`config.mk`:
```
export PLATFORM = sky130hd
export DESIGN_NAME = rth_port
export DESIGN_NICKNAME = d
export VERILOG_FILES = /design/src/rtl/rth_pkg.sv /design/src/rtl/rth_led.sv /design/src/rtl/rth_port.sv
export SDC_FILE = /design/constraint.sdc
export NUM_CORES = 1
export LEC_CHECK = 0
export ABC_CLOCK_PERIOD_IN_PS = 31800
export BUFFER_PORTS_ARGS = -buffer_cell sky130_fd_sc_hd__buf_4
export CORE_MARGIN = 4
export CORE_UTILIZATION = 35
export CTS_CLUSTER_SIZE = 40
export DETAILED_ROUTE_END_ITERATION = 16
export PLACE_DENSITY = 0.58
export SLEW_MARGIN = 15
export SYNTH_ARGS = -nofsm -noshare
export SYNTH_HDL_FRONTEND = slang
export SYNTH_SLANG_ARGS = --single-unit
```
`constraint.sdc`:
```
create_clock -name ref_clk -period 31.8 [get_ports ref_clk]
set_clock_uncertainty 0.05 [all_clocks]
set_input_delay 3.18 -clock ref_clk [delete_from_list [all_inputs] [get_ports ref_clk]]
set_output_delay 3.18 -clock ref_clk [all_outputs]
set_load 0.01 [all_outputs]
```
`src/rtl/rth_pkg.sv`:
```
// package: constants and carrier types of the touch host i2c port
//==============================================================
// Summary of operation
// sensor strap low selects 4/8-wire, high 5-wire
// 4/8-wire family picks wires from touch options
// 4/8-wire family starts in 4-wire mode
// no touch outside spi: slow led flash
// touch in progress: fast led toggle
// spi host: led off without touch
// i2c slave answers only address 0x4d
// serial clock up to 400 khz supported
// host strap low enables i2c port
// scl and sda driven open-drain only
// write bits sampled on scl rising edge
// read bits change after scl falling edge
// data-ready irq push-pull, low when idle
// data-ready irq high while data waits
// device may hold scl low to stall
// msb first, ack on ninth clock
// sleep discards pending reports and responses; a byte loaded in the sleep_enter cycle is kept
// sda released unless driving ack or data
`default_nettype none
package rth_pkg;
    //==============================================================
    // constants
    localparam logic [6:0] SLAVE_ADDR    = 7'h4d;
    localparam int         CLK_HZ        = 100_000_000;
    localparam int         SLOW_FLASH_MS = 500;
    localparam int         SLOW_HALF_CYC = CLK_HZ / 1000 * SLOW_FLASH_MS;
    localparam int         FAST_TGL_US   = 50;
    localparam int         FAST_HALF_CYC = CLK_HZ / 1_000_000 * FAST_TGL_US;
    localparam int         BITS_PER_BYTE = 8;
    localparam int         WIRE_SEL_BIT  = 0;
    //==============================================================
    // types
    typedef enum logic [1:0] {RTH_W4, RTH_W8, RTH_W5} rth_wire_e;
    typedef struct packed {
        logic       valid;
        logic [7:0] data;
    } rth_byte_s;
    typedef struct packed {
        logic scl_i;
        logic sda_i;
    } rth_bus_in_s;
endpackage : rth_pkg
`default_nettype wire

```
`src/rtl/rth_led.sv`:
```
// status led pattern generator
`default_nettype none
module rth_led #(
    parameter int SLOW_HALF = rth_pkg::SLOW_HALF_CYC,
    parameter int FAST_HALF = rth_pkg::FAST_HALF_CYC
) (
    input  wire logic ref_clk,
    input  wire logic srst,
    input  wire logic running,
    input  wire logic touch,
    input  wire logic spi_mode,
    output logic      led
);
    //==============================================================
    // counter
    initial begin
        if (SLOW_HALF < 2 || FAST_HALF < 1 || FAST_HALF >= SLOW_HALF) $error("rth_led: bad half periods");
    end
    logic [31:0] cnt;
    logic        slow_ph;
    logic        fast_ph;
    wire         fast_end = (cnt % 32'(FAST_HALF)) == 32'(FAST_HALF - 1);
    wire         slow_end = cnt == 32'(SLOW_HALF - 1);
    always_ff @(posedge ref_clk) begin
        if (srst) begin
            cnt     <= '0;
            slow_ph <= 1'b0;
            fast_ph <= 1'b0;
            led     <= 1'b0;
        end else begin
            cnt     <= slow_end ? '0 : cnt + 32'd1;
            slow_ph <= slow_end ? ~slow_ph : slow_ph;
            fast_ph <= fast_end ? ~fast_ph : fast_ph;
            if (!running) led <= 1'b0;
            else if (touch) led <= fast_ph;
            else if (spi_mode) led <= 1'b0;
            else led <= slow_ph;
        end
    end
endmodule : rth_led
`default_nettype wire

```
`src/rtl/rth_port.sv`:
```
// i2c slave host port with straps, data-ready irq and status led
`default_nettype none
module rth_port #(
    parameter int SLOW_HALF = rth_pkg::SLOW_HALF_CYC,
    parameter int FAST_HALF = rth_pkg::FAST_HALF_CYC
) (
    input  wire logic              ref_clk,
    input  wire logic              srst,
    input  wire logic              scl_i,
    output logic                   scl_oe_n,
    input  wire logic              sda_i,
    output logic                   sda_oe_n,
    input  wire logic              sensor_type_strap,
    input  wire logic              host_port_strap,
    input  wire logic              touch_options_config,
    input  wire logic              touch_active,
    input  wire logic              sleep_enter,
    input  wire rth_pkg::rth_byte_s tx_load,
    output logic                   tx_ready,
    input  wire logic              tx_stall,
    output rth_pkg::rth_byte_s     rx_out,
    output rth_pkg::rth_wire_e     wire_mode,
    output logic                   i2c_enabled,
    output logic                   data_ready_irq,
    output logic                   led
);
    //==============================================================
    // synchronisers
    logic [1:0] scl_s;
    logic [1:0] sda_s;
    logic [1:0] sn_s;
    logic [1:0] hp_s;
    logic       scl_q;
    logic       sda_q;
    always_ff @(posedge ref_clk) begin
        if (srst) begin
            scl_s <= 2'h3;
            sda_s <= 2'h3;
            sn_s  <= 2'h0;
            hp_s  <= 2'h0;
            scl_q <= 1'b1;
            sda_q <= 1'b1;
        end else begin
            scl_s <= {scl_s[0], scl_i};
            sda_s <= {sda_s[0], sda_i};
            sn_s  <= {sn_s[0], sensor_type_strap};
            hp_s  <= {hp_s[0], host_port_strap};
            scl_q <= scl_s[1];
            sda_q <= sda_s[1];
        end
    end
    wire scl     = scl_s[1];
    wire sda     = sda_s[1];
    wire scl_ris = scl && !scl_q;
    wire scl_fal = !scl && scl_q;
    wire start_c = scl && scl_q && sda_q && !sda;
    wire stop_c  = scl && scl_q && !sda_q && sda;
    //==============================================================
    // straps and wire mode
    logic [1:0] strap_cnt;
    logic       sn_l;
    logic       hp_l;
    logic       w8_sel;
    always_ff @(posedge ref_clk) begin
        if (srst) begin
            strap_cnt <= 2'h0;
            sn_l      <= 1'b0;
            hp_l      <= 1'b1;
            w8_sel    <= 1'b0;
        end else begin
            if (strap_cnt != 2'h3) strap_cnt <= strap_cnt + 2'h1;
            if (strap_cnt == 2'h2) begin
                sn_l <= sn_s[1];
                hp_l <= hp_s[1];
            end
            w8_sel <= touch_options_config;
        end
    end
    wire straps_ok = strap_cnt == 2'h3;
    assign wire_mode   = sn_l ? rth_pkg::RTH_W5 : (w8_sel ? rth_pkg::RTH_W8 : rth_pkg::RTH_W4);
    assign i2c_enabled = straps_ok && !hp_l;
    //==============================================================
    // transfer engine
    typedef enum logic [2:0] {S_IDLE, S_ADDR, S_ACK, S_WR, S_RD, S_RACK, S_SKIP} rth_st_e;
    rth_st_e    st;
    logic [3:0] bitn;
    logic [7:0] sh;
    logic       rd;
    logic       drive_low;
    logic       pend;
    logic [7:0] pend_d;
    logic       stretch;
    wire        last_bit  = bitn == 4'(rth_pkg::BITS_PER_BYTE - 1);
    wire        addr_hit  = sh[7:1] == rth_pkg::SLAVE_ADDR;
    // empty slot reads as all ones, so a polling master sees no packet
    wire [7:0]  rd_byte   = pend ? pend_d : 8'hff;
    wire        tx_take   = tx_load.valid && !pend;
    always_ff @(posedge ref_clk) begin
        if (srst) begin
            st        <= S_IDLE;
            bitn      <= 4'h0;
            sh        <= 8'h00;
            rd        <= 1'b0;
            drive_low <= 1'b0;
            pend      <= 1'b0;
            pend_d    <= 8'h00;
            stretch   <= 1'b0;
            rx_out    <= '0;
        end else begin
            rx_out.valid <= 1'b0;
            if (tx_take) begin
                pend   <= 1'b1;
                pend_d <= tx_load.data;
            end
            if (sleep_enter && !tx_take) pend <= 1'b0;
            // no stall in S_IDLE or S_SKIP; the address byte of any transfer can still be stalled
            stretch <= tx_stall && st != S_IDLE && st != S_SKIP && !scl;
            if (!i2c_enabled || stop_c) begin
                st        <= S_IDLE;
                drive_low <= 1'b0;
            end else if (start_c) begin
                st        <= S_ADDR;
                bitn      <= 4'h0;
                drive_low <= 1'b0;
            end else begin
                case (st)
                    S_ADDR, S_WR: begin
                        if (scl_ris) begin
                            sh   <= {sh[6:0], sda};
                            bitn <= bitn + 4'h1;
                        end
                        if (scl_fal && bitn == 4'(rth_pkg::BITS_PER_BYTE)) begin
                            if (st == S_ADDR && !addr_hit) begin
                                st <= S_SKIP;
                            end else begin
                                drive_low <= 1'b1;
                                rd        <= (st == S_ADDR) ? sh[0] : 1'b0;
                                if (st == S_WR) rx_out <= '{valid: 1'b1, data: sh};
                                st <= S_ACK;
                            end
                        end
                    end
                    S_ACK: if (scl_fal) begin
                        bitn <= 4'h0;
                        if (rd) begin
                            sh        <= rd_byte;
                            drive_low <= !rd_byte[7];
                            // a load in this cycle finds pend low and must survive
                            if (pend) pend <= 1'b0;
                            st        <= S_RD;
                        end else begin
                            drive_low <= 1'b0;
                            st        <= S_WR;
                        end
                    end
                    S_RD: if (scl_fal) begin
                        if (last_bit) begin
                            drive_low <= 1'b0;
                            st        <= S_RACK;
                        end else begin
                            drive_low <= !sh[6];
                            sh        <= {sh[6:0], 1'b1};
                            bitn      <= bitn + 4'h1;
                        end
                    end
                    S_RACK: begin
                        if (scl_ris) rd <= !sda;
                        if (scl_fal) begin
                            bitn <= 4'h0;
                            if (rd) begin
                                sh        <= rd_byte;
                                drive_low <= !rd_byte[7];
                                if (pend) pend <= 1'b0;
                                st        <= S_RD;
                            end else begin
                                st <= S_SKIP;
                            end
                        end
                    end
                    S_SKIP: drive_low <= 1'b0;
                    default: st <= S_IDLE;
                endcase
            end
        end
    end
    assign tx_ready       = !pend;
    assign data_ready_irq = pend;
    assign sda_oe_n       = !drive_low;
    assign scl_oe_n       = !stretch;
    //==============================================================
    // status led
    rth_led #(.SLOW_HALF(SLOW_HALF), .FAST_HALF(FAST_HALF)) u_led (
        .ref_clk  (ref_clk),
        .srst     (srst),
        .running  (straps_ok),
        .touch    (touch_active),
        .spi_mode (straps_ok && hp_l),
        .led      (led)
    );
endmodule : rth_port
`default_nettype wire

```
==> results.json, run 1 <==
{
  "outcome": "complete, no violations",
  "max_freq_mhz": 43.78,
  "cts_resized": 0,
  "syn2layout_area_growth_pct": 7.122,
  "mostFrequentLayoutCell": "nor2_1",
  "cts_hold_buffers": 0,
  "die_w_um": 192.3,
  "p_leak_nw": 4.487,
  "grt_pass1_vias": 11236,
  "design_area_mm2": 0.01274,
  "syn_avg_cell_area_um2": 7.305,
  "max_slew_margin_pct": 34.04,
  "worstRegToRegCells": 67,
  "placedInstanceArea_mm2": 0.01240,
  "htree_levels": 3,
  "yosys.area.top_type": "dfxtp_1",
  "n_antenna_cell": 0,
  "clock_sinks": 86,
  "whs_ns": 0.3740,
  "wire_per_inst_um": 15.53,
  "tightest_slew_ns": 0.9619,
  "cap_violations": 0,
  "start_util_pct": 35.47,
  "layout.nets": 1631,
  "whs_path_depth": 1,
  "tritoncts": "done",
  "hpwl_mm": 24.65,
  "finalSetupTns_ns": 0,
  "grt_pass1_wl_mm": 53.84,
  "cp_slowest_cell": "mux2i_1",
  "wirelength_mm": 31.96,
  "routabilityCongestion": 0.8866,
  "place.port_buffers": 35,
  "crit_arrival_ns": 23.07,
  "rsz0062_at_grt": "false",
  "route.detailed.drc": 0,
  "pin_count": 36,
  "synth_warnings": 0,
  "synth-seq-cells": 86,
  "fin_total_pwr_uw": 243.5,
  "final-setup-viol-count": 0,
  "synth.net_count": 1653,
  "fin_crit_sh_pct": 71.83,
  "crit_type": "reg -> reg",
  "core_region_area_mm2": 0.03353,
  "worstPathRequired_ns": 32.03,
  "ant_nets": 0,
  "synth_top_area_share_pct": 14.48,
  "async_reset_ff_share_pct": 0,
  "clock_path_buffers": 2,
  "netlist_area_mm2": 0.01189,
  "viasPerCell": 5.815,
  "start_kind": "register",
  "synth.distinct_cells": 125,
  "antenna_found_initial": 0,
  "holdPathEnd": "sda_s[1]",
  "power_density_mw_per_mm2": 19.12,
  "hold_violations": 0,
  "final.min_clock_period_ns": 22.84,
  "slew_violations": 0,
  "crit_fanout": 17,
  "ir_drop_uv": 29.41,
  "grtUsageTotal_pct": 16.76,
  "critPathMaxStageDelay_ns": 0.82,
  "drt_iter0_drc": 977,
  "cts_buffers": 9,
  "worstReg2RegEnd": "u_led.fast_ph",
  "cts-root-buf": "clkbuf_16",
  "dr.pass1.iters": 5,
  "synth-edff-count": 0,
  "gr-total-overflow": 0,
  "hp-class": "reg -> reg",
  "synthTopCellsByArea": "dfxtp_1 (14%), xnor2_1 (7.4%), nor2_1 (5.8%)",
  "end_kind": "register",
  "clk_pin_slew_ns": 0.06,
  "vias": 11967,
  "min_from": "sda_s[0]",
  "syn_inst": 1628,
  "final_cell_mix": "nor2_1 (183), nand2_1 (151), a21oi_1 (103)",
  "dieHeight_um": 192.3,
  "clk_latency_ns": 0.35,
  "grt_max_degree": 56,
  "ys_seq_area_share_pct": 14.48,
  "drive_gt1_share_pct": 11.93,
  "die-area_mm2": 0.03699,
  "timing.critical_path.mode_cell": "a21oi_1",
  "synth_ff_type": "dfxtp_1",
  "final_util_pct": 37.99,
  "r2r_setup_slack_ns": 8.96,
  "rows": 67,
  "postCtsSetupBuffers": 0,
  "timing.rr.start": "u_led.cnt[27]"
}
[cells in the mapped netlist (17+ instances only)]
cell type and instances:
a21oi_1 103, nand3_1 54, and2_1 27, dfxtp_1 86, or3_1 17, nand2_1 151, xor2_1 33, nand4_1 21
a31oi_1 22, a21o_1 24, inv_1 54, nor3_1 50, nor2_1 183, a211oi_1 20, nor2b_1 21, o21ai_0 60
xnor2_1 100, o211ai_1 19, mux2i_1 38, nand2b_1 22, clkbuf_1 39, o21ai_1 25
[cell families after synthesis]
family,count (synthesis),share of synthesized area [%]
AOI/OAI and AO/OA,535,34.85
xor gates and xnor gates,146,11.67
DFF,86,14.48
and+or+nand+nor,671,28.94
buffers and inverters,129,4.682
adders and majority gates,12,1.147
muxes,49,4.240
[flip-flops by register name, indices dropped and copies added, names as in the netlist, 3 cells and up]
signal	count
bitn	4
pend_d	8
rx_out	9
sh	8
st	3
u_led.cnt	32
[report_power, final]
group          internal [mW]  switching [mW]  leakage, nW
Combinational        0.00520         0.00607         3.63
Sequential             0.110         0.00215        0.698
Clock                 0.0763          0.0436        0.161
[final cells by class]
| class | instances | area [um^2] |
|---|---|---|
| fill | 3491 | 20790 |
| tap | 448 | 560.5 |
| clock inverter | 6 | 111.4 |
| clock buffer | 9 | 225.2 |
| multi-input combinational | 1413 | 9614 |
| timing repair buffer | 39 | 292.8 |
| inverter | 57 | 214.0 |
| sequential | 86 | 1722 |
[critical path, delay by kind of cell, from the launching register on]
kind	cells	cell delay [ns]
multiplexers	4	2.09
XOR/XNOR	5	1.37
AND/OR/NAND/NOR	19	5.76
adder cells (fa/ha/maj)	1	0.34
AO/OA/AOI/OAI	38	12.43
flip-flops	1	0.70
[through the flow]
| step | cells | worst slack [ns] |
|---|---|---|
| final | 2058 | 8.957 |
| after global routing | 2058 | 7.135 |
| after CTS | 2058 | 9.304 |
| after detailed placement | 2043 | 9.423 |
| after global placement | 2043 | 9.756 |
| after floorplan | 1628 | 13.52 |
[how the worst max path moves through the flow]
| stage | slack (ns) | cells past startpoint | to | start |
|---|---|---|---|---|
| after floorplan | 13.52 | 72 | u_led.fast_ph | u_led.cnt[24] |
| after global placement | 9.76 | 68 | u_led.fast_ph | u_led.cnt[27] |
| after detailed placement | 9.42 | 67 | u_led.fast_ph | u_led.cnt[27] |
| after CTS | 9.30 | 67 | u_led.fast_ph | u_led.cnt[27] |
| after global routing | 7.13 | 66 | u_led.fast_ph | u_led.cnt[27] |
| final | 8.96 | 67 | u_led.fast_ph | u_led.cnt[27] |
[metal layers]
metal / global-route usage (%) / wire length (um)
met1: 23.09 / 15630
met2: 28.07 / 14610
met3: 2.080 / 1232
met4: 3.758 / 481
met5: 0 / 0
Note: power is estimated with default switching activity, not from simulation.
==> inputs of run 2 (changes only) <==
- ABC_CLOCK_PERIOD_IN_PS: 31800 -> 20700
- PLACE_DENSITY: 0.58 -> 0.6
- clock period: 31.8 -> 20.7 ns (I/O delays scaled with it)
==> run 2 against run 1 <==
Combinational power rose by 54%. Cell area rose by 8.0%. Non-clock buffer count rose by 60. Sequential share of layout area fell by 0.95 points. Largest cell class unchanged.
==> results.json, run 2 (synthesized netlist as in run 1, its figures left out) <==
{
  "outcome": "complete, no violations",
  "n_antenna_cell": 0,
  "max_slew_margin_pct": 33.04,
  "hp-class": "reg -> reg",
  "worstRegToRegCells": 73,
  "cts_buffers": 9,
  "antenna_found_initial": 0,
  "cp_num_buf_inv": 6,
  "die_w_um": 192.3,
  "core_region_area_mm2": 0.03353,
  "seqCellArea_mm2": 0.001729,
  "final_cell_mix": "nor2_1 (179), nand2_1 (149), a21oi_1 (99), buf_4 (99), xnor2_1 (89)",
  "route.detailed.drc": 0,
  "grt_pass1_wl_mm": 54.34,
  "clock_sinks": 86,
  "power_density_mw_per_mm2": 24.68,
  "vias": 12407,
  "cp.depth": 73,
  "htree_levels": 3,
  "critPathMaxStageDelay_ns": 0.59,
  "final_util_pct": 41.03,
  "viasPerCell": 5.855,
  "critical-path-top-delay-family": "compound AO/OA/AOI/OAI gates",
  "start_util_pct": 35.47,
  "design_area_mm2": 0.01376,
  "crit_type": "reg -> reg",
  "grt_max_degree": 56,
  "multi_input_area_mm2": 0.01024,
  "hpwl_mm": 25.14,
  "final.min_clock_period_ns": 19.64,
  "cts_hold_buffers": 0,
  "regMostFlops": "u_led.cnt",
  "crit_fanout": 15,
  "place.port_buffers": 35,
  "max_freq_mhz": 50.93,
  "p_leak_nw": 4.867,
  "clk_pin_slew_ns": 0.06,
  "placedInstanceArea_mm2": 0.01267,
  "tritoncts": "done",
  "pin_count": 36,
  "fin_crit_sh_pct": 94.86,
  "timing.critical_path.mode_cell": "buf_4",
  "start_kind": "register",
  "largest_register_ffs": 32,
  "use_met3_pct": 2.026,
  "clk_latency_ns": 0.34,
  "grtUsageMet1_pct": 23.17,
  "wirelength_mm": 33.20,
  "drive_gt1_share_pct": 20.05,
  "ir_drop_uv": 51.53,
  "dieHeight_um": 192.3,
  "layout.nets": 1691,
  "top_regs": "u_led.cnt x32, rx_out x9",
  "whs_path_depth": 1,
  "routabilityCongestion": 0.9049,
  "syn2layout_area_growth_pct": 15.69,
  "grtUsageTotal_pct": 16.79,
  "die-area_mm2": 0.03699,
  "clock_path_buffers": 2,
  "rows": 67,
  "slew_violations": 0,
  "end_kind": "register",
  "cap_violations": 0,
  "wire_per_inst_um": 15.67,
  "drt_iter0_drc": 1009,
  "cts-root-buf": "clkbuf_16",
  "worstPathRequired_ns": 20.92,
  "fillers": 3424,
  "grt_util_met2_pct": 28.49,
  "dr.pass1.iters": 5,
  "tightest_slew_ns": 0.9918,
  "gr-total-overflow": 0,
  "ant_nets": 0,
  "grt_pass1_vias": 11291,
  "cp_slowest_cell": "or4_4",
  "busiest_layer": "met2",
  "mostFrequentLayoutCell": "nor2_1",
  "crit_arrival_ns": 19.86,
  "final-setup-viol-count": 0,
  "hold_violations": 0
}
[run 2: cell count changes in the layout (fill, tap and decap cells not counted), sizes merged]
| cell | before | now |
|---|---|---|
| buf | 39 | 99 |
| bufinv | 3 | 0 |
| clkbuf | 9 | 10 |
| clkinv | 4 | 5 |
| clkinvlp | 1 | 2 |
| inv | 55 | 56 |
[run 2: timing repair]
item                                    4_1_cts  5_1_grt
endpoints found under the setup margin        1        1
setup buffers                                 3       21
gates resized for setup                      15      109
endpoints found under the hold margin         0        0
pin swaps                                     1       15
[run 2: worst paths after layout]
kind,startpoint,end,slack (ns)
setup reg to reg,u_led.cnt[24],u_led.fast_ph,1.06
setup / recovery,u_led.cnt[24],u_led.fast_ph,1.06
hold / removal,scl_s[0],scl_s[1],0.37
hold reg to reg,scl_s[0],scl_s[1],0.37
[run 2: report_power, final]
part           internal, mW  total, mW  switching (mW)
clock network        0.0819      0.149          0.0675
registers             0.169      0.173         0.00341
logic               0.00798     0.0174         0.00940
total                 0.259      0.339          0.0803
[run 2: final cells by class]
type / instances / area share [%]
Sequential cell: 86 / 12.57
Timing Repair Buffer: 99 / 5.402
Clock buffer: 10 / 1.664
Clock inverter: 6 / 0.3365
Tap cell: 448 / 4.074
Multi-Input combinational cell: 1413 / 74.40
Inverter: 57 / 1.555
[run 2: worst register-to-register path: cells and delay by family (launching register included)]
kind	cells	cell delay, ns
and+or+nand+nor	20	5.81
DFF	1	0.41
xor gates and xnor gates	4	0.94
adders and majority gates	1	0.35
buffers and inverters	6	0.92
muxes	4	1.21
AOI/OAI and AO/OA	38	9.89
[run 2: stage by stage]
step | hold WS (ns) | cells | setup WS [ns] | TNS, ns | power (mW)
floorplan | 0.3395 | 1628 | 2.416 | 0 | 0.1873
global placement | 0.3519 | 2079 | -0.01162 | -0.01162 | 0.1933
detailed placement | 0.3599 | 2079 | -0.4023 | -0.4023 | 0.1937
CTS | 0.3842 | 2098 | 0.01311 | 0 | 0.3440
global route | 0.3994 | 2119 | -0.1186 | -0.1186 | 0.3542
finish | 0.3749 | 2119 | 1.064 | 0 | 0.3395
[run 2: routing by layer]
layer  vias to the layer above  wire, um  share of wire (%)
li1                       6174         -                  -
met1                      5905     15710                 47
met2                       293     15790                 48
met3                        35      1283                3.9
met4                         0       410                1.2
met5                         -         0                  0
